<file path="config.mk">
export PLATFORM = sky130hd
export DESIGN_NAME = odasm_top
export DESIGN_NICKNAME = d
export VERILOG_FILES = /design/src/odasm_pkg.sv /design/src/odasm_drv_if.sv /design/src/odasm_guard.sv /design/src/odasm_top.sv
export VERILOG_INCLUDE_DIRS = /design/src
export SDC_FILE = /design/constraint.sdc
export NUM_CORES = 1
export LEC_CHECK = 0
export BUFFER_PORTS_ARGS = -buffer_cell sky130_fd_sc_hd__buf_2
export CAP_MARGIN = 5
export CORE_ASPECT_RATIO = 0.5
export CORE_MARGIN = 2
export CORE_UTILIZATION = 55
export DETAILED_ROUTE_END_ITERATION = 6
export PLACE_DENSITY = 0.88
export SYNTH_ARGS = -nofsm -noshare
export SYNTH_HDL_FRONTEND = slang
export SYNTH_HIERARCHICAL = 1
export SYNTH_SLANG_ARGS = --single-unit
</file>
<file path="constraint.sdc">
create_clock -name clock -period 1.7 [get_ports clock]
set_input_delay 0.17 -clock clock [delete_from_list [all_inputs] [get_ports clock]]
set_output_delay 0.17 -clock clock [all_outputs]
set_load 0.01 [all_outputs]
</file>
<file path="src/odasm_consts.svh">
`ifndef ODASM_CONSTS_SVH
`define ODASM_CONSTS_SVH

// slots: 0 basic, 1..3 expansion
`define ODASM_NSLOT         4
`define ODASM_DI_PER_SLOT   3
`define ODASM_DO_PER_SLOT   2
`define ODASM_NDRV          8
`define ODASM_IMG_BYTES     16
// input image byte offsets
`define ODASM_HW_OFS        4'hc
`define ODASM_HW_LAST       4'he
`define ODASM_FAULT_OFS     4'hf
// slot-skip selector decode
`define ODASM_SKIP_MASK     4'h3
`define ODASM_SKIP_NONE     2'h0
`define ODASM_SKIP_ONE      2'h1
`define ODASM_SKIP_TWO      2'h2
`define ODASM_SKIP_BAD      2'h3
`define ODASM_LAST_SLOT     3'h3
// reset values
`define ODASM_BYTE_ZERO     8'h00
`define ODASM_FAULT_RST     8'h00

`endif

</file>
<file path="src/odasm_pkg.sv">
`default_nettype none

package odasm_pkg;
    typedef enum logic [1:0] {
        ODASM_KIND_GENERAL,
        ODASM_KIND_HIGH_CURRENT,
        ODASM_KIND_ANALOG
    } odasm_kind_e;

    typedef enum logic {
        ODASM_DRV_NORMAL,
        ODASM_DRV_SHUTDOWN
    } odasm_drv_state_e;

    typedef logic [7:0] odasm_byte_t;
endpackage : odasm_pkg

`default_nettype wire

</file>
<file path="src/odasm_drv_if.sv">
`timescale 1ns/1ps
`default_nettype none

interface odasm_drv_if;
    odasm_pkg::odasm_byte_t do_req;
    odasm_pkg::odasm_byte_t do_out;
    logic                   oc_pin;
    logic                   ot_pin;
    logic                   detect_en;
    logic                   fault;

    modport guard (input do_req, input oc_pin, input ot_pin, input detect_en,
                   output do_out, output fault);
    modport core  (output do_req, output oc_pin, output ot_pin, output detect_en,
                   input do_out, input fault);
endinterface : odasm_drv_if

`default_nettype wire

</file>
<file path="src/odasm_guard.sv">
`timescale 1ns/1ps
`default_nettype none
`include "odasm_consts.svh"

module odasm_guard (
    input  wire logic  clock,
    input  wire logic  rst_n,
    odasm_drv_if.guard drv
);
    logic [2:0]                    oc_sync;
    logic [2:0]                    ot_sync;
    logic                          oc_q;
    logic                          ot_q;
    odasm_pkg::odasm_drv_state_e   state;
    odasm_pkg::odasm_drv_state_e   next_state;

    // pin samplers, a change counts once stages two and three agree
    always_ff @(posedge clock or negedge rst_n) begin
        if (!rst_n) begin
            oc_sync <= 3'h0;
            ot_sync <= 3'h0;
        end else begin
            oc_sync <= {oc_sync[1:0], drv.oc_pin};
            ot_sync <= {ot_sync[1:0], drv.ot_pin};
        end
    end

    always_ff @(posedge clock or negedge rst_n) begin
        if (!rst_n) begin
            oc_q <= 1'b0;
            ot_q <= 1'b0;
        end else begin
            if (oc_sync[1] == oc_sync[2]) oc_q <= oc_sync[2];
            if (ot_sync[1] == ot_sync[2]) ot_q <= ot_sync[2];
        end
    end

    always_comb begin
        case (state)
            odasm_pkg::ODASM_DRV_NORMAL:
                next_state = (drv.detect_en && (oc_q || ot_q)) ?
                             odasm_pkg::ODASM_DRV_SHUTDOWN : odasm_pkg::ODASM_DRV_NORMAL;
            odasm_pkg::ODASM_DRV_SHUTDOWN:
                next_state = (drv.detect_en && (oc_q || ot_q)) ?
                             odasm_pkg::ODASM_DRV_SHUTDOWN : odasm_pkg::ODASM_DRV_NORMAL;
            default:
                next_state = odasm_pkg::ODASM_DRV_NORMAL;
        endcase
    end

    always_ff @(posedge clock or negedge rst_n) begin
        if (!rst_n) begin
            state <= odasm_pkg::ODASM_DRV_NORMAL;
        end else begin
            state <= next_state;
        end
    end

    always_ff @(posedge clock or negedge rst_n) begin
        if (!rst_n) begin
            drv.do_out <= `ODASM_BYTE_ZERO;
            drv.fault  <= 1'b0;
        end else begin
            drv.do_out <= (next_state == odasm_pkg::ODASM_DRV_SHUTDOWN) ?
                          `ODASM_BYTE_ZERO : drv.do_req;
            drv.fault  <= (next_state == odasm_pkg::ODASM_DRV_SHUTDOWN);
        end
    end
endmodule : odasm_guard

`default_nettype wire

</file>
<file path="src/odasm_top.sv">
`timescale 1ns/1ps
`default_nettype none
`include "odasm_consts.svh"

// Operation
// Every byte-wide output driver watches its own overcurrent and overtemperature sense.
// A faulting driver forces its whole byte off and holds it off until the cause is gone.
// Shutdown of a driver leaves all other functions and the image read path running.
// Input image byte 15 reports driver faults, a one meaning that driver is in alarm.
// Fault bit k belongs to output byte k, two bits per slot from basic to expansion 3.
// Slots with a high-current output or analog input module do no fault detection.
// The configuration keeps special modules out of slot 1 when the handwheel is needed.
// A slot with a high-current output module leaves its three input bytes unused.
// Input areas of the other slots stay at their fixed byte positions.
// Skip selector value 0 is the default and omits no preceding module.
// Skip selector value 1 moves a module up by one omitted predecessor.
// Skip selector value 2 moves a module up by two omitted predecessors.
// The configuration never sets the skip selector to the prohibited value 3.
// Only the low two selector bits are decoded, so higher values alias to 0 to 3.
// Of several units with a handwheel interface only the one closest to the host enables it.
// The host reserves the fault byte and allocates input space in 16-byte units.
// A fault bit stays set through the shutdown and clears when the fault has gone.
module odasm_top (
    input  wire logic         clock,
    input  wire logic         rst_n,
    // physical module positions 1..3: kind and skip selector
    input  wire logic [5:0]   exp_kind,
    input  wire logic [11:0]  exp_skip_sel,
    // input pins per physical position, three bytes each
    input  wire logic [95:0]  di_pin,
    input  wire logic [23:0]  hw_pin,
    input  wire logic         hw_present,
    input  wire logic         hw_closer_enabled,
    // output image from the host, logical bytes 0..7
    input  wire logic [63:0]  output_image_base,
    // driver sense pins per physical output byte
    input  wire logic [7:0]   drv_overcurrent,
    input  wire logic [7:0]   drv_overtemp,
    // input image read port
    input  wire logic [3:0]   img_addr,
    output logic      [7:0]   img_data,
    output logic      [7:0]   output_driver_fault_status,
    output logic      [63:0]  do_pin,
    output logic              handwheel_enable
);
    logic [95:0] di_s1;
    logic [95:0] di_s2;
    logic [95:0] di_s3;
    logic [95:0] di_q;
    logic [23:0] hw_s1;
    logic [23:0] hw_s2;
    logic [23:0] hw_s3;
    logic [23:0] hw_q;
    logic [7:0]  phys_fault;
    logic [63:0] phys_out;

    logic [1:0]              slot_of   [`ODASM_NSLOT];
    logic                    slot_ok   [`ODASM_NSLOT];
    odasm_pkg::odasm_kind_e  kind_of   [`ODASM_NSLOT];
    logic [1:0]              src_of    [`ODASM_NSLOT];
    logic                    filled    [`ODASM_NSLOT];
    logic [`ODASM_NDRV-1:0]  next_fault;
    odasm_pkg::odasm_byte_t  image     [`ODASM_IMG_BYTES];
    logic                    next_hw_en;

    // low two selector bits only; 3 leaves the module unmapped
    function automatic logic [2:0] odasm_place(input logic [1:0] pos, input logic [3:0] sel);
        logic [1:0] skip;
        logic [2:0] slot;
        skip = 2'(sel & `ODASM_SKIP_MASK);
        slot = {1'b0, pos} + {1'b0, skip};
        if (skip == `ODASM_SKIP_BAD || slot > `ODASM_LAST_SLOT) begin
            odasm_place = 3'h0;
        end else begin
            odasm_place = {1'b1, slot[1:0]};
        end
    endfunction : odasm_place

    // input pin samplers
    always_ff @(posedge clock or negedge rst_n) begin
        if (!rst_n) begin
            di_s1 <= 96'h0;
            di_s2 <= 96'h0;
            di_s3 <= 96'h0;
            hw_s1 <= 24'h0;
            hw_s2 <= 24'h0;
            hw_s3 <= 24'h0;
        end else begin
            di_s1 <= di_pin;
            di_s2 <= di_s1;
            di_s3 <= di_s2;
            hw_s1 <= hw_pin;
            hw_s2 <= hw_s1;
            hw_s3 <= hw_s2;
        end
    end

    always_ff @(posedge clock or negedge rst_n) begin
        if (!rst_n) begin
            di_q <= 96'h0;
            hw_q <= 24'h0;
        end else begin
            di_q <= (di_s2 & di_s3) | (di_q & (di_s2 ^ di_s3));
            hw_q <= (hw_s2 & hw_s3) | (hw_q & (hw_s2 ^ hw_s3));
        end
    end

    // placement of physical modules into logical slots
    always_comb begin
        logic [2:0] pl;
        pl = 3'h0;
        for (int p = 0; p < `ODASM_NSLOT; p++) begin
            slot_of[p] = 2'(p);
            slot_ok[p] = 1'b1;
            kind_of[p] = odasm_pkg::ODASM_KIND_GENERAL;
            src_of[p]  = 2'(p);
            filled[p]  = (p == 0);
        end
        for (int p = 1; p < `ODASM_NSLOT; p++) begin
            pl = odasm_place(2'(p), exp_skip_sel[4*(p-1) +: 4]);
            slot_ok[p] = pl[2];
            slot_of[p] = pl[1:0];
        end
        for (int p = 1; p < `ODASM_NSLOT; p++) begin
            if (slot_ok[p]) begin
                kind_of[slot_of[p]] = odasm_pkg::odasm_kind_e'(exp_kind[2*(p-1) +: 2]);
                src_of[slot_of[p]]  = 2'(p);
                filled[slot_of[p]]  = 1'b1;
            end
        end
    end

    // byte-wide driver guards, one per physical output byte
    generate
        for (genvar g = 0; g < `ODASM_NDRV; g++) begin : g_drv
            odasm_drv_if drv_bus ();
            localparam int P = g / `ODASM_DO_PER_SLOT;
            localparam int J = g % `ODASM_DO_PER_SLOT;

            assign drv_bus.oc_pin    = drv_overcurrent[g];
            assign drv_bus.ot_pin    = drv_overtemp[g];
            assign drv_bus.detect_en = slot_ok[P] && filled[slot_of[P]] &&
                                       kind_of[slot_of[P]] == odasm_pkg::ODASM_KIND_GENERAL;
            assign drv_bus.do_req    = slot_ok[P] ?
                output_image_base[8*(`ODASM_DO_PER_SLOT*slot_of[P] + J) +: 8] : `ODASM_BYTE_ZERO;
            assign phys_fault[g]     = drv_bus.fault;
            assign phys_out[8*g +: 8] = drv_bus.do_out;

            odasm_guard u_guard (
                .clock (clock),
                .rst_n (rst_n),
                .drv   (drv_bus.guard)
            );
        end
    endgenerate

    // fault bits in logical byte order
    always_comb begin
        next_fault = `ODASM_FAULT_RST;
        for (int s = 0; s < `ODASM_NSLOT; s++) begin
            for (int j = 0; j < `ODASM_DO_PER_SLOT; j++) begin
                if (filled[s] && kind_of[s] == odasm_pkg::ODASM_KIND_GENERAL) begin
                    next_fault[`ODASM_DO_PER_SLOT*s + j] =
                        phys_fault[`ODASM_DO_PER_SLOT*src_of[s] + j];
                end
            end
        end
    end

    // input image assembly
    always_comb begin
        for (int b = 0; b < `ODASM_IMG_BYTES; b++) begin
            image[b] = `ODASM_BYTE_ZERO;
        end
        for (int s = 0; s < `ODASM_NSLOT; s++) begin
            for (int j = 0; j < `ODASM_DI_PER_SLOT; j++) begin
                if (filled[s] && kind_of[s] != odasm_pkg::ODASM_KIND_HIGH_CURRENT) begin
                    image[`ODASM_DI_PER_SLOT*s + j] =
                        di_q[8*(`ODASM_DI_PER_SLOT*src_of[s] + j) +: 8];
                end
            end
        end
        for (int j = 0; j < `ODASM_DI_PER_SLOT; j++) begin
            if (handwheel_enable) begin
                image[`ODASM_HW_OFS + 4'(j)] = hw_q[8*j +: 8];
            end
        end
        image[`ODASM_FAULT_OFS] = output_driver_fault_status;
    end

    // handwheel interface only when no closer unit has one
    assign next_hw_en = hw_present && !hw_closer_enabled && filled[1] &&
                        kind_of[1] == odasm_pkg::ODASM_KIND_GENERAL;

    always_ff @(posedge clock or negedge rst_n) begin
        if (!rst_n) begin
            output_driver_fault_status <= `ODASM_FAULT_RST;
        end else begin
            output_driver_fault_status <= next_fault;
        end
    end

    always_ff @(posedge clock or negedge rst_n) begin
        if (!rst_n) begin
            img_data <= `ODASM_BYTE_ZERO;
        end else begin
            img_data <= image[img_addr];
        end
    end

    always_ff @(posedge clock or negedge rst_n) begin
        if (!rst_n) begin
            do_pin <= 64'h0;
        end else begin
            do_pin <= phys_out;
        end
    end

    always_ff @(posedge clock or negedge rst_n) begin
        if (!rst_n) begin
            handwheel_enable <= 1'b0;
        end else begin
            handwheel_enable <= next_hw_en;
        end
    end
endmodule : odasm_top

`default_nettype wire

</file>
Word-level counts from Yosys, hierarchy flattened

Index checks and enable logic that the tools add are counted.

Shifts and indexed selects: 18
Equal/unequal tests: 23
Order comparisons: 18
Multiplexer cells: 108
Add/subtract/negate cells: 18
Reduce and logical (&&, ||, !) cells: 47
$mul: 4
Bitwise operators: 20

Operator list:

| cell                                                       | number |
|---|---|
| indexed part select 96 x 9 -> 8 bit                        | 8 |
| indexed part select 96 x 8 -> 8 bit                        | 4 |
| two-way mux 8 bit                                          | 36 |
| AND 96 bit                                                 | 2 |
| indexed part select 64 x 7 -> 8 bit                        | 3 |
| indexed part select 64 x 8 -> 8 bit                        | 3 |
| bitwise OR 96 bit                                          | 1 |
| XOR 96 bit                                                 | 1 |
| AND 24 bit                                                 | 2 |
| two-way mux 1 bit                                          | 33 |
| binary-select mux 8 bit (select 4 bit)                     | 1 |
| adder 3 x 1 -> 4 bit, second input constant                | 7 |
| logical AND 1 bit                                          | 28 |
| bitwise OR 24 bit                                          | 1 |
| XOR 24 bit                                                 | 1 |
| adder 4 x 1 -> 5 bit, second input constant                | 4 |
| adder 4 x 2 -> 5 bit, second input constant                | 4 |
| two-way mux 2 bit                                          | 9 |
| bitwise mux 8 bit                                          | 2 |
| == test 1 bit                                              | 16 |
| less-than comparator 3 x 4 -> 1 bit, second input constant | 4 |
| less-than comparator 4 bit, second input constant          | 4 |
| multiplier 2 x 2 -> 4 bit, first input constant            | 4 |
| binary-select mux 1 bit (select 2 bit)                     | 7 |
| other kinds (26)                                           | 71 |

Bits of input ports: 226
Flip-flop bits (word level): 697
Output and inout port bits: 81
Logic and storage cells: 316

Longest topological paths before layout

Gate-level depths: netlist of run 1.

Word-level depth: 23
Mapped depth: 11
Gate-level depth less buffers: 9

By module

Netlist of run 1, hierarchy kept.

Modules (own cells, without submodules):

| module      | cells an instance | area each (sq um) | sequential area each (sq um) | instances |
|---|---|---|---|---|
| odasm_top   | 1373              | 20285.7           | 14038.5                      | 1 |
| odasm_guard | 29                | 508.0             | 425.4                        | 8 |

Worst setup path after synthesis of run 1

OpenSTA, ideal clock, no wires.

Path type: input -> register
Start: input exp_skip_sel[0]
End: register g_drv[2].u_guard.drv.do_out[0]
Path buffers: 1
Library setup time: 119 ps
Data required time: 1581 ps
Slack: -612 ps
Stages: 7
Data arrival time: 2193 ps
Cell sequence: ha_1 -> nor2_2 -> buf_2 -> mux2_2 -> a211oi_1 -> o21ai_2 -> and2_1

Word-level cells in the longest chain between the ends: 23
Elaborated cells on any way between the ends: 38
Those cells by class: add/sub (1); order compare (3); eq/ne (1); shift (1); mux (22); bitwise (4); reduce/logical (6)

RTL lines:

| element                                                                                                 | line                                 | text |
|---|---|---|
| start: declaration                                                                                      | odasm_top.sv:28                      | `input wire logic [11:0] exp_skip_sel,` |
| adder 1 x 2 -> 3 bit                                                                                    | odasm_top.sv:71                      | `slot = {1'b0, pos} + {1'b0, skip};` |
| > comparator 3 x 2 -> 1 bit (no source line)                                                            | n/a                                  |  |
| logical OR 1 bit (no source line)                                                                       | n/a                                  |  |
| two-way mux 3 bit (*)                                                                                   | odasm_top.sv:72                      | `` if (skip == `ODASM_SKIP_BAD \|\| slot > `ODASM_LAST_SLOT) begin `` |
| inverter 2 -> 3 bit (implied by the code)                                                               | n/a                                  |  |
| >= comparator 3 bit (implied by the code) / less-than comparator 3 x 1 -> 1 bit (equally long branches) | odasm_top.sv:126, odasm_top.sv:128   |  |
| logical AND 1 bit (implied by the code)                                                                 | odasm_top.sv:126, odasm_top.sv:128   |  |
| two-way mux 2 bit (implied by the code)                                                                 | odasm_top.sv:126                     | `kind_of[slot_of[p]] = odasm_pkg::odasm_kind_e'(exp_kind[2*(p-1) +: 2]);` |
| [... 7 more ...]                                                                                        | n/a                                  |  |
| binary-select mux 2 bit (select 2 bit)                                                                  | odasm_top.sv:143                     | `kind_of[slot_of[P]] == odasm_pkg::ODASM_KIND_GENERAL;` |
| two-way mux 2 bit (implied by the code) (2 in a row)                                                    | odasm_top.sv:143                     |  |
| logical NOT 2 bit                                                                                       | odasm_top.sv:143                     |  |
| logical AND 1 bit (*)                                                                                   | odasm_top.sv:142                     | `assign drv_bus.detect_en = slot_ok[P] && filled[slot_of[P]] &&` |
| net g_drv[2].drv_bus.detect_en                                                                          | odasm_drv_if.sv:9                    | `logic detect_en;` |
| logical AND 1 bit (*)                                                                                   | odasm_guard.sv:41, odasm_guard.sv:44 |  |
| two-way mux 1 bit (*)                                                                                   | odasm_guard.sv:41, odasm_guard.sv:44 |  |
| two-way mux 8 bit (*)                                                                                   | odasm_guard.sv:64                    | `drv.do_out <= (next_state == odasm_pkg::ODASM_DRV_SHUTDOWN) ?` |
| end signal: assignment                                                                                  | odasm_guard.sv:61                    | `` drv.do_out <= `ODASM_BYTE_ZERO; `` |
| end signal: assignment                                                                                  | odasm_guard.sv:64                    |  |
| end: declaration                                                                                        | odasm_drv_if.sv:13                   | `output do_out, output fault);` |

Mark *: on every way through the listed nets, which the timed path passes. The rest lies on a longest branch. The select of a mux whose other input is x is not followed.
A chain may end at the register's enable or synchronous reset.

Worst setup path in the final report of run 1

Start: input exp_skip_sel[1]
End: register img_data[5]

Word-level cells in the longest chain between the ends: 22
Elaborated cells on any way between the ends: 72
Those cells by class: add/sub (7); mul (3); order compare (3); eq/ne (5); shift (9); mux (31); bitwise (8); reduce/logical (6)

RTL lines:

| element                                                                                                 | line                                                 | text |
|---|---|---|
| adder 1 x 2 -> 3 bit                                                                                    | odasm_top.sv:71                                      |  |
| > comparator 3 x 2 -> 1 bit (no source line)                                                            | n/a                                                  |  |
| logical OR 1 bit (no source line)                                                                       | n/a                                                  |  |
| two-way mux 3 bit (*)                                                                                   | odasm_top.sv:72                                      |  |
| inverter 2 -> 3 bit (implied by the code)                                                               | odasm_top.sv:126, odasm_top.sv:127, odasm_top.sv:128 |  |
| >= comparator 3 bit (implied by the code) / less-than comparator 3 x 1 -> 1 bit (equally long branches) | odasm_top.sv:126, odasm_top.sv:127, odasm_top.sv:128 |  |
| logical AND 1 bit (implied by the code)                                                                 | odasm_top.sv:126, odasm_top.sv:127, odasm_top.sv:128 |  |
| two-way mux 2 bit (implied by the code)                                                                 | odasm_top.sv:126, odasm_top.sv:127                   |  |
| [... 5 more ...]                                                                                        | n/a                                                  |  |
| bitwise OR 8 bit (no source line)                                                                       | n/a                                                  |  |
| two-way mux 8 bit                                                                                       | odasm_top.sv:125                                     | `if (slot_ok[p]) begin` |
| multiplier 2 x 2 -> 4 bit (no source line)                                                              | n/a                                                  |  |
| adder 4 x 2 -> 5 bit (no source line) / adder 4 x 1 -> 5 bit (equally long branches)                    | n/a                                                  |  |
| indexed part select 96 x 9 -> 8 bit                                                                     | odasm_top.sv:179                                     | `` di_q[8*(`ODASM_DI_PER_SLOT*src_of[s] + j) +: 8]; `` |
| two-way mux 8 bit                                                                                       | odasm_top.sv:177                                     | `if (filled[s] && kind_of[s] != odasm_pkg::ODASM_KIND_HIGH_CURRENT) begin` |
| binary-select mux 8 bit (select 4 bit) (*)                                                              | odasm_top.sv:207                                     | `img_data <= image[img_addr];` |
| two-way mux 8 bit (implied by the code) (*) (2 in a row)                                                | odasm_top.sv:207                                     |  |
| end signal: assignment                                                                                  | odasm_top.sv:205                                     | `` img_data <= `ODASM_BYTE_ZERO; `` |
| end signal: assignment                                                                                  | odasm_top.sv:207                                     |  |
| end: declaration                                                                                        | odasm_top.sv:41                                      | `output logic [7:0] img_data,` |

Mark *: on every way between the ends. The rest lies on a longest branch, timed or not. The select of a mux whose other input is x is not followed.

==> results of run 1 <==
==> cell usage after synthesis, types with 2 or more instances <==
cell type	number	area, sq um
a2111oi_0	9	78.8
a211oi_1	17	128
a21o_1	121	908
a21oi_1	43	215
a221o_1	6	60.1
a221oi_1	17	149
a22oi_1	7	52.6
a31oi_1	8	50.1
and2_1	100	626
buf_1	7	26.3
buf_2	11	55.1
clkbuf_1	36	135
dfrtp_1	697	17400
ha_1	128	1600
inv_1	15	56.3
maj3_1	16	160
mux2_2	19	214
mux2i_1	29	290
mux4_2	23	518
nand2_1	80	300
nand2b_1	5	31.3
nand3_1	2	10.0
nand4_1	7	43.8
nor2_1	70	263
nor2b_1	5	31.3
nor3_1	4	20.0
o2111ai_1	2	17.5
o21ai_0	32	160
o21ai_1	2	10.0
o21ai_2	9	78.8
o221ai_1	26	228
o22ai_1	8	50.1
o32a_1	7	70.1
or2_2	2	12.5
or3_1	18	113
==> kinds of logic (layout without fill, tap and decap cells) <==
group                    after synthesis  count (layout)
flip-flops                           697             697
AO/OA/AOI/OAI                        320             321
AND/OR/NAND/NOR                      301             301
adder cells (fa/ha/maj)              144             144
multiplexers                          71              71
buffers and inverters                 71             775
other                                  1               7
==> critical path, cell delays in order <==
cell	delay (ns)
buf_4	0.16
inv_6	0.07
buf_4	0.13
ha_4	0.17
buf_4	0.19
buf_4	0.18
nor2_1	0.06
nor2_1	0.14
o221ai_1	0.20
a211oi_1	0.49
a21oi_1	0.15
o221ai_1	0.19
==> timing repair <==
item / in CTS / in global routing
hold buffers: 189 / 0
pin swaps: 3 / 3
gates cloned: 0 / 1
hold endpoints to repair: 713 / 0
setup endpoints to repair: 23 / 41
gates resized for setup: 5 / 24
buffers inserted: 1 / 1
==> sequential cells by signal (all words and copies together), names as in the netlist, 24 cells and up <==
name,count
di_s1,96
hw_s1,24
hw_s2,24
di_q,96
hw_s3,24
di_s2,96
di_s3,96
g_drv.u_guard/drv.do_out,64
g_drv.u_guard/ot_sync,24
hw_q,24
g_drv.u_guard/oc_sync,24
do_pin,64
==> routing by layer <==
metal	GRT usage [%]	vias up
li1	-	6990
met1	39.4	8503
met2	52.9	929
met3	7.44	303
met4	14.4	2
met5	1.55	-
==> power by group through the flow <==
| stage | clock (mW) | sequential [mW] | combinational [mW] |
|---|---|---|---|
| global placement | 0 | 18.8 | 3.12 |
| CTS | 13.7 | 18.5 | 3.69 |
| finish | 13.7 | 18.6 | 3.87 |
| detailed placement | 0 | 18.8 | 3.25 |
| global route | 14.5 | 18.7 | 4.16 |
| floorplan | 0 | 18.6 | 1.45 |
==> metrics by stage <==
step	setup WS [ns]	utilization, %	power, mW	hold slack [ns]	instances
floorplan	-0.146	-	20.0	-0.126	1606
global placement	-0.807	64.2	21.9	0.0693	2606
detailed placement	-0.930	64.2	22.1	0.0698	2606
CTS	-0.0125	73.0	35.9	0.0338	2897
global route	-0.0688	73.3	37.4	0.0438	2904
finish	-0.0621	73.3	36.1	0.0386	2904
==> how the worst max path moves through the flow <==
stage / cells past startpoint / endpoint / from / slack [ns]
floorplan: 8 / g_drv[2].u_guard/drv.do_out[0] / exp_skip_sel[9] / -0.15
global placement: 10 / img_data[3] / exp_skip_sel[0] / -0.81
detailed placement: 10 / img_data[3] / exp_skip_sel[0] / -0.93
CTS: 11 / g_drv[2].u_guard/drv.do_out[0] / exp_skip_sel[0] / -0.01
global route: 10 / g_drv[3].u_guard/drv.do_out[7] / exp_skip_sel[5] / -0.07
finish: 12 / img_data[5] / exp_skip_sel[1] / -0.06
==> cell type report <==
cell class | count | area (sq um)
Antenna cell | 5 | 12.5
Timing Repair Buffer | 659 | 4980
Clock buffer | 73 | 1540
Inverter | 15 | 61.3
Tap cell | 588 | 736
Fill cell | 2554 | 11700
Multi-Input combinational cell | 839 | 6860
Sequential cell | 697 | 17400
Clock inverter | 28 | 359
==> cells in the final DEF, fill, tap and decap left out, types with 4 or more instances in the layout <==
| master | n |
|---|---|
| ha_1 | 124 |
| a21oi_1 | 43 |
| or3_1 | 17 |
| a211oi_1 | 16 |
| o221ai_1 | 25 |
| clkinv_2 | 10 |
| clkbuf_16 | 55 |
| clkbuf_1 | 8 |
| o22ai_1 | 8 |
| nand4_1 | 7 |
| a221oi_1 | 17 |
| dfrtp_1 | 697 |
| inv_1 | 12 |
| nor2b_1 | 5 |
| clkinvlp_4 | 4 |
| o21ai_0 | 31 |
| o32a_1 | 7 |
| buf_2 | 296 |
| a22oi_1 | 7 |
| buf_12 | 23 |
| mux4_2 | 23 |
| nor2_1 | 69 |
| a2111oi_0 | 5 |
| mux2_2 | 18 |
| bufinv_16 | 6 |
| a221o_1 | 6 |
| a21o_1 | 121 |
| buf_4 | 147 |
| mux2i_1 | 29 |
| nand2_1 | 79 |
| ha_4 | 4 |
| o21ai_2 | 8 |
| a31oi_1 | 7 |
| nand2b_1 | 4 |
| clkbuf_8 | 10 |
| diode_2 | 5 |
| maj3_1 | 16 |
| o21ai_4 | 4 |
| dlygate4sd3_1 | 189 |
| and2_1 | 99 |
==> summary.txt, run 1 <==
Synth
  • Post-synthesis simple-gate area fraction: 6.21%
  • Xor/xnor cell area share of the yosys netlist: 0%
  • Mux cell area share after synthesis: 4.20%
  • Compound-Gate Fraction of Synth Area: 9.51%
  • Netlist cell types: 52
  • Yosys reg bits: 697
  • Seq/Total Area, Yosys: 71.6%
  • Async SR Flop Fraction: 100%
  • Post-synth EDFFs: 0
  • Post-synthesis cell count: 1,605
  • Most used DFF post-synth: dfrtp_1
  • Synth Area in Adders: 7.23%
  • Cell area after synthesis: 0.0243 sq mm
  • Largest family of logic cells by synthesized area: compound AO/OA/AOI/OAI gates
  • Post-Syn Area per Cell: 15.2 sq um
  • Syn. warnings: 6

Setup path
  • Cells on worst reg2reg path: 5
  • Critical Path Fanout Max: 9
  • Critical Path End Type: flop
  • CP Launch Type: input pin
  • CP required: 2.26 ns
  • Arrival time at the worst endpoint: 2.32 ns
  • R2R Setup Slk: 0 ns
  • Reg2reg end: img_data[5]
  • R2r startpoint: di_q[37]
  • Setup CP Type: in2reg

Floorplan
  • I/O Pins: 307
  • Die area: 0.0461 sq mm
  • Die Wd: 302 microns
  • Height of the die: 153 microns
  • Initial core utilization: 55.8%
  • Cell Rows: 54
  • Core Region: 0.0436 sq mm

Placement
  • IO Port Bufs: 300
  • Post-DP HPWL: 45.1 mm
  • GPL Wtd Cong: 0.949
  • Area after DPL: 0.0280 sq mm

Timing
  • Setup ws final: -0.0621 ns
  • Rel. slew slack: 54.1%
  • Fmax achieved: 0.568 GHz
  • Setup TNS: -0.565 ns
  • Period utilisation layout: 104%
  • Number of hold-slack violations in the final timing report: 0
  • Clock Skew: 0.0413 ns
  • Max Slew Vio Count: 0
  • Slew at the pin closest to its max-slew limit: 0.682 ns
  • Period minus WS final: 1.76 ns
  • Final setup vio count: 22

Power
  • Leak: 15.8 nW
  • P_sw: 9.14 mW
  • PwrDens: 1130 mW/mm^2
  • Cell Int Power: 27.0 mW
  • Clock share of power: 37.9%
  • Power share of the sequential group: 51.5%
  • Worst VDD drop: 884 uV
  • Sw frac: 25.3%
  • Part of the power in combinational logic: 10.7%

Layout
  • Layout Cell Area excl Fill: 0.0320 sq mm
  • Final layout net count: 2,621
  • Synth-to-Final Area Change: 31.4%
  • Layout cells sized above 1: 28.0%

CTS
  • H-tree lvl count: 2
  • Clk Latency, worst-skew pair: 0.64 ns
  • CTS sink count: 697
  • Reg clk slew, reported paths: 0.08 ns
  • Total CTS buffers: 55
  • TritonCTS clock tree: built
  • Deepest clock path buffer count: 3
  • CTS root buf: clkbuf_16

Detailed routing
  • Via Count: 16,700
  • Routed length on met3: 5.51 mm
  • Wire length on met2: 35.8 mm
  • Post-route ant nets: 0
  • DRT met1 WL: 26.6 mm
  • DR top layer: met5
  • DRC Markers: 0
  • DR WL/cell: 24.7 microns
  • Via density per instance: 5.76
  • 1st-iter DRT viols: 2,047
  • First-pass iteration count of the detailed router: 7
  • Final WL: 71.6 mm

GRT
  • GRT Util Overall: 31.6%
  • Gr ovfl total: 0
  • Initial antenna violation count: 5
  • Largest net degree at the start of global routing: 78
  • First-pass GRT wire length: 109 mm
  • Vias in the first global route: 18,200

Outcome
  • Failing checks: negative setup slack
  • Status: finished with violations

Hold path
  • Worst hold path type: in2async

Job
  • # Max-Cap Violations: 0
Note: power is estimated with default switching activity, not from simulation.
==> run 2, diff against run 1 <==
- ABC_AREA: default -> 1
==> summary.txt, run 2 <==
Detailed routing
  • Via density per instance: 5.71
  • Via Count: 19,000
  • First-pass iteration count of the detailed router: 6
  • DR WL/cell: 22.4 microns
  • DRC Markers: 0
  • 1st-iter DRT viols: 2,552
  • Post-route ant nets: 0
  • Final WL: 74.7 mm

Synth
  • Synth area leaders: dfrtp_1 70%, ha_1 6.4%, nand2_1 4.6%, a21o_1 3.6%, inv_1 2.6%
  • Most used DFF post-synth: dfrtp_1
  • Post-synthesis cell count: 2,083
  • Top-count cell post-synth: dfrtp_1
  • Largest area contributor in the netlist: dfrtp_1
  • Yosys top cell area share: 69.5%
  • Syn. warnings: 6
  • Post-synth EDFFs: 0
  • Async SR Flop Fraction: 100%
  • Synth cell count leaders: 697 x dfrtp_1, 308 x nand2_1, 177 x inv_1, 171 x nor2_1, 128 x ha_1
  • Post-Syn Area per Cell: 12.0 sq um
  • Seq/Total Area, Yosys: 69.5%
  • Netlist cell types: 37
  • Cell area after synthesis: 0.0251 sq mm
  • Yosys reg bits: 697

Timing
  • Period minus WS final: 1.64 ns
  • Clock Skew: 0.0241 ns
  • Period utilisation layout: 96.6%
  • Fmax achieved: 0.609 GHz
  • Max Slew Vio Count: 0
  • Final setup vio count: 0
  • Rel. slew slack: 63.3%
  • Worst hold slack: 0.0354 ns
  • Number of hold-slack violations in the final timing report: 0
  • Slew at the pin closest to its max-slew limit: 0.544 ns

CTS
  • TritonCTS clock tree: built
  • Deepest clock path buffer count: 3
  • Total CTS buffers: 54
  • H-tree lvl count: 2
  • CTS root buf: clkbuf_16
  • Reg clk slew, reported paths: 0.08 ns
  • Clk Latency, worst-skew pair: 0.60 ns
  • Post-CTS Setup Bufs: 0
  • CTS sink count: 697

Setup path
  • Critical Path End Type: flop
  • Setup CP Type: in2reg
  • Buffers & Inverters on Critical Path: 5
  • CP required: 2.24 ns
  • CP Launch Type: input pin
  • Worst path slowest cell: dlygate4sd3_1
  • Critical Path Fanout Max: 49
  • Top Family by Delay on Critical Path: buffers and inverters
  • R2R Setup Slk: 0.12 ns
  • Crit path largest cell delay: 0.59 ns
  • Arrival time at the worst endpoint: 2.18 ns
  • Critical path, cell by cell: buf_2, ha_1, buf_4, nor2_4, buf_12, nand2_1, a311oi_1, dlygate4sd3_1, inv_1, nor2_1

Floorplan
  • Die Wd: 306 microns
  • I/O Pins: 307
  • Core Region: 0.0451 sq mm
  • Cell Rows: 55
  • Height of the die: 155 microns
  • Die area: 0.0474 sq mm
  • Initial core utilization: 55.6%

Power
  • Leak: 16.6 nW
  • Total power: 36.5 mW
  • PwrDens: 1130 mW/mm^2
  • Worst VDD drop: 763 uV

Layout
  • Layout Utilization: 71.5%
  • Area occupied by multi-input gates: 0.00668 sq mm
  • Final layout net count: 3,041
  • Synth-to-Final Area Change: 28.6%
  • Layout cells sized above 1: 19.8%
  • Most frequent cells in the layout: 697 x dfrtp_1, 308 x nand2_1, 299 x buf_2
  • Fill cell count: 2,785
  • FF+latch area: 0.0174 sq mm
  • Commonest non-fill, non-tap cell in the layout: dfrtp_1

Placement
  • GPL Wtd Cong: 0.937
  • Post-DP HPWL: 44.4 mm
  • IO Port Bufs: 300

Outcome
  • Status: finished clean

Job
  • # Max-Cap Violations: 0

GRT
  • Largest net degree at the start of global routing: 72
  • GRT Util Overall: 32.0%
  • Initial antenna violation count: 2
  • First-pass GRT wire length: 115 mm
  • Gr ovfl total: 0
  • Vias in the first global route: 20,200

Hold path
  • Worst hold path type: in2reg
run 2: cell count changes after synthesis, sizes merged, moves of 21 or more:
cell	previous run	this run
nor2	71	190
a21oi	43	79
mux4	23	0
o221ai	26	0
o211ai	0	21
nand2	80	311
inv	15	180
and2	100	0
mux2i	29	0
nand3	2	114
o21ai	43	84
run 2: kinds of logic (layout without fill, tap and decap cells):
family                   Yosys count  count (layout)  synth area share, %
AO/OA/AOI/OAI                    364             364                 9.29
adder cells (fa/ha/maj)          128             128                 6.38
buffers and inverters            256             901                 4.00
other                              1               5               0.0149
AND/OR/NAND/NOR                  637             637                 10.8
flip-flops                       697             697                 69.5
run 2: worst paths after layout:
path	startpoint	endpoint	depth (start not counted)
setup / recovery	exp_skip_sel[0]	g_drv[2].u_guard/drv.do_out[3]	10
hold / removal	output_image_base[36]	g_drv[4].u_guard/drv.do_out[4]	5
setup reg to reg	handwheel_enable	img_data[5]	9
hold reg to reg	di_s1[54]	di_s2[54]	0
max in group asynchronous	rst_n	g_drv[7].u_guard/drv.do_out[1]	4
min in group asynchronous	rst_n	di_s1[70]	2
run 2: timing repair:
item	4_1_cts	5_1_grt
endpoints found under the hold margin	627	0
setup endpoints to repair	0	5
hold buffers	210	0
gates resized for setup	0	9
run 2: area by class of cell:
class,count,share of cell area [%]
Antenna cell,3,0.0233
Multi-Input combinational cell,1131,20.7
Sequential cell,697,54.1
Clock buffer,72,4.97
Timing Repair Buffer,619,14.8
Tap cell,598,2.32
Inverter,184,2.14
Clock inverter,26,0.962
run 2: worst reg2reg max path, stage by stage (launching register included):
cell	delay, ns
dfrtp_1	0.40
inv_1	0.07
nor2_1	0.09
buf_4	0.17
o21ai_0	0.12
o21ai_1	0.21
nor2_1	0.08
nor2_1	0.22
nand2_1	0.09
nand2_1	0.07
run 2: routing by layer:
metal	share of wire, %	vias up	track usage, %
met5	0	-	0
met4	6.9	0	19.0
met3	8.9	366	6.57
met2	49	1231	53.9
met1	35	9375	38.7
li1	-	8054	-
run 2: power by group:
part           internal (mW)  switching, mW  leakage [nW]  total (mW)
clock network           7.57           6.22         0.934        13.8
registers               17.7          0.829          8.39        18.6
logic                   1.75           2.40          7.30        4.15
total                   27.1           9.45          16.6        36.5
run 2: through the flow:
stage	worst slack (ns)	TNS (ns)	std cells	area [sq um]
2_1_floorplan	0.0201	0	2084	25100
3_3_place_gp	-0.233	-8.50	3020	28200
3_5_place_dp	-0.276	-9.99	3020	28200
4_1_cts	0.0755	0	3328	32200
5_1_grt	-0.0137	-0.0137	3328	32300
6_report	0.0571	0	3330	32300
==> run 3, diff against run 2 <==
- RECOVER_POWER: default -> 25
==> summary.txt, run 3 (synthesized netlist as in run 2, its figures left out) <==
Outcome
  • Status: finished clean

GRT
  • First-pass GRT wire length: 115 mm
  • GRT Util Overall: 32.0%
  • Largest net degree at the start of global routing: 72
  • Gr ovfl total: 0
  • Initial antenna violation count: 2
  • Vias in the first global route: 20,200

Job
  • # Max-Cap Violations: 0

Floorplan
  • Cell Rows: 55
  • I/O Pins: 307
  • Die Wd: 306 microns
  • Initial core utilization: 55.6%
  • Core Region: 0.0451 sq mm
  • Height of the die: 155 microns
  • Die area: 0.0474 sq mm

CTS
  • Post-CTS Setup Bufs: 0
  • CTS sink count: 697
  • Reg clk slew, reported paths: 0.08 ns
  • Total CTS buffers: 54
  • Deepest clock path buffer count: 3
  • Clk Latency, worst-skew pair: 0.60 ns
  • TritonCTS clock tree: built
  • H-tree lvl count: 2
  • CTS root buf: clkbuf_16

Hold path
  • Worst hold path type: in2reg
  • Hold path endpoint: g_drv[4].u_guard/drv.do_out[4]
  • Worst Hold Depth: 5
  • Hold Startpoint: output_image_base[36]

Placement
  • Placed cell count: 3,020
  • Area after DPL: 0.0282 sq mm
  • IO Port Bufs: 300
  • GPL Wtd Cong: 0.937
  • Post-DP HPWL: 44.4 mm

Timing
  • Slew at the pin closest to its max-slew limit: 0.540 ns
  • Fmax achieved: 0.607 GHz
  • Period utilisation layout: 96.9%
  • Final setup vio count: 0
  • Number of hold-slack violations in the final timing report: 0
  • Period minus WS final: 1.65 ns
  • Rel. slew slack: 63.6%
  • Max Slew Vio Count: 0
  • Clock Skew: 0.0178 ns

Setup path
  • Setup CP Type: in2reg
  • R2r startpoint: handwheel_enable
  • R2R Setup Slk: 0.12 ns
  • Top Family by Delay on Critical Path: buffers and inverters
  • Crit path largest cell delay: 0.59 ns
  • Critical Path End Type: flop
  • CP required: 2.23 ns
  • Cells on worst reg2reg path: 9
  • Reg2reg end: img_data[5]
  • Critical Path Fanout Max: 49
  • Buffers & Inverters on Critical Path: 5
  • Arrival time at the worst endpoint: 2.18 ns
  • Critical path, cell by cell: buf_2, ha_1, buf_4, nor2_4, buf_12, nand2_1, a311oi_1, dlygate4sd3_1, inv_1, nor2_1
  • Worst path slowest cell: dlygate4sd3_1
  • CP Launch Type: input pin

Detailed routing
  • Via Count: 18,900
  • Via density per instance: 5.69
  • First-pass iteration count of the detailed router: 6
  • Post-route ant nets: 0
  • 1st-iter DRT viols: 2,413
  • DRC Markers: 0
  • DR WL/cell: 22.4 microns
  • Final WL: 74.7 mm

Layout
  • Commonest non-fill, non-tap cell in the layout: dfrtp_1
  • Final layout net count: 3,041
  • Layout cells sized above 1: 18.9%
  • Fill cell count: 2,798
  • Finished Layout Cells: 3,330
  • Synth-to-Final Area Change: 28.5%
  • Most frequent cells in the layout: 697 x dfrtp_1, 308 x nand2_1, 276 x buf_2
  • Layout Cell Area excl Fill: 0.0322 sq mm

Power
  • Worst VDD drop: 766 uV
  • Leak: 16.6 nW
  • PwrDens: 1130 mW/mm^2
[run 3: cell count changes in the layout (fill, tap and decap cells not counted), sizes merged]
cell / delta
clkbuf: +23
buf: -23
[run 3: worst register-to-register path: cells and delay by family, from the launching register on]
family,cells,cell delay [ns]
AND/OR/NAND/NOR,5,0.56
AO/OA/AOI/OAI,2,0.33
flip-flops,1,0.40
buffers and inverters,2,0.24
[run 3: cell type report]
type                       count  area, sq um  share of cell area (%)
sequential                   697        17400                    54.1
antenna                        3         7.51                  0.0233
multi-input combinational   1131         6680                    20.7
tap                          598          748                    2.32
clock inverter                26          310                   0.963
clock buffer                  72         1600                    4.97
inverter                     184          692                    2.15
timing repair buffer         619         4750                    14.7
[run 3: how the worst max path moves through the flow]
stage	to	startpoint	slack, ns	depth (start not counted)
after floorplan	g_drv[2].u_guard/drv.do_out[0]	exp_skip_sel[0]	0.02	9
after global placement	g_drv[2].u_guard/drv.do_out[6]	exp_skip_sel[1]	-0.23	13
after detailed placement	g_drv[3].u_guard/drv.do_out[0]	exp_skip_sel[1]	-0.28	13
after CTS	g_drv[2].u_guard/drv.do_out[7]	exp_skip_sel[0]	0.08	11
after global routing	g_drv[2].u_guard/drv.do_out[3]	exp_skip_sel[0]	-0.01	10
final	g_drv[2].u_guard/drv.do_out[3]	exp_skip_sel[0]	0.05	10
[run 3: layer usage]
| layer | wire length (microns) | global-route usage (%) | part of all wire (%) |
|---|---|---|---|
| met1 | 26700 | 38.7 | 36 |
| met2 | 36400 | 53.9 | 49 |
| met3 | 6360 | 6.57 | 8.5 |
| met4 | 5220 | 19.0 | 7.0 |
| met5 | 0 | 0 | 0 |
[run 3: what timing repair did]
action | CTS | global route
setup endpoints to repair | 0 | 5
gates resized for setup | 0 | 9
endpoints found under the hold margin | 627 | 0
hold buffers | 210 | 0
[run 3: report_power, final]
part	switching, mW	internal, mW	leakage [nW]	total (mW)
Sequential	0.829	17.7	8.39	18.6
Clock	6.22	7.57	0.934	13.8
Combinational	2.40	1.74	7.24	4.14
[run 3: metrics by stage]
stage / total power, mW / setup WS, ns / utilization (%) / setup TNS, ns / hold slack (ns)
after detailed placement: 22.2 / -0.276 / 62.5 / -9.99 / 0.127
after global placement: 22.0 / -0.233 / 62.5 / -8.50 / 0.129
after floorplan: 20.2 / 0.0201 / - / 0 / -0.126
final: 36.5 / 0.0528 / 71.4 / 0 / 0.0568
after CTS: 36.1 / 0.0755 / 71.4 / 0 / 0.00459
after global routing: 37.7 / -0.0137 / 71.4 / -0.0137 / 0.0741
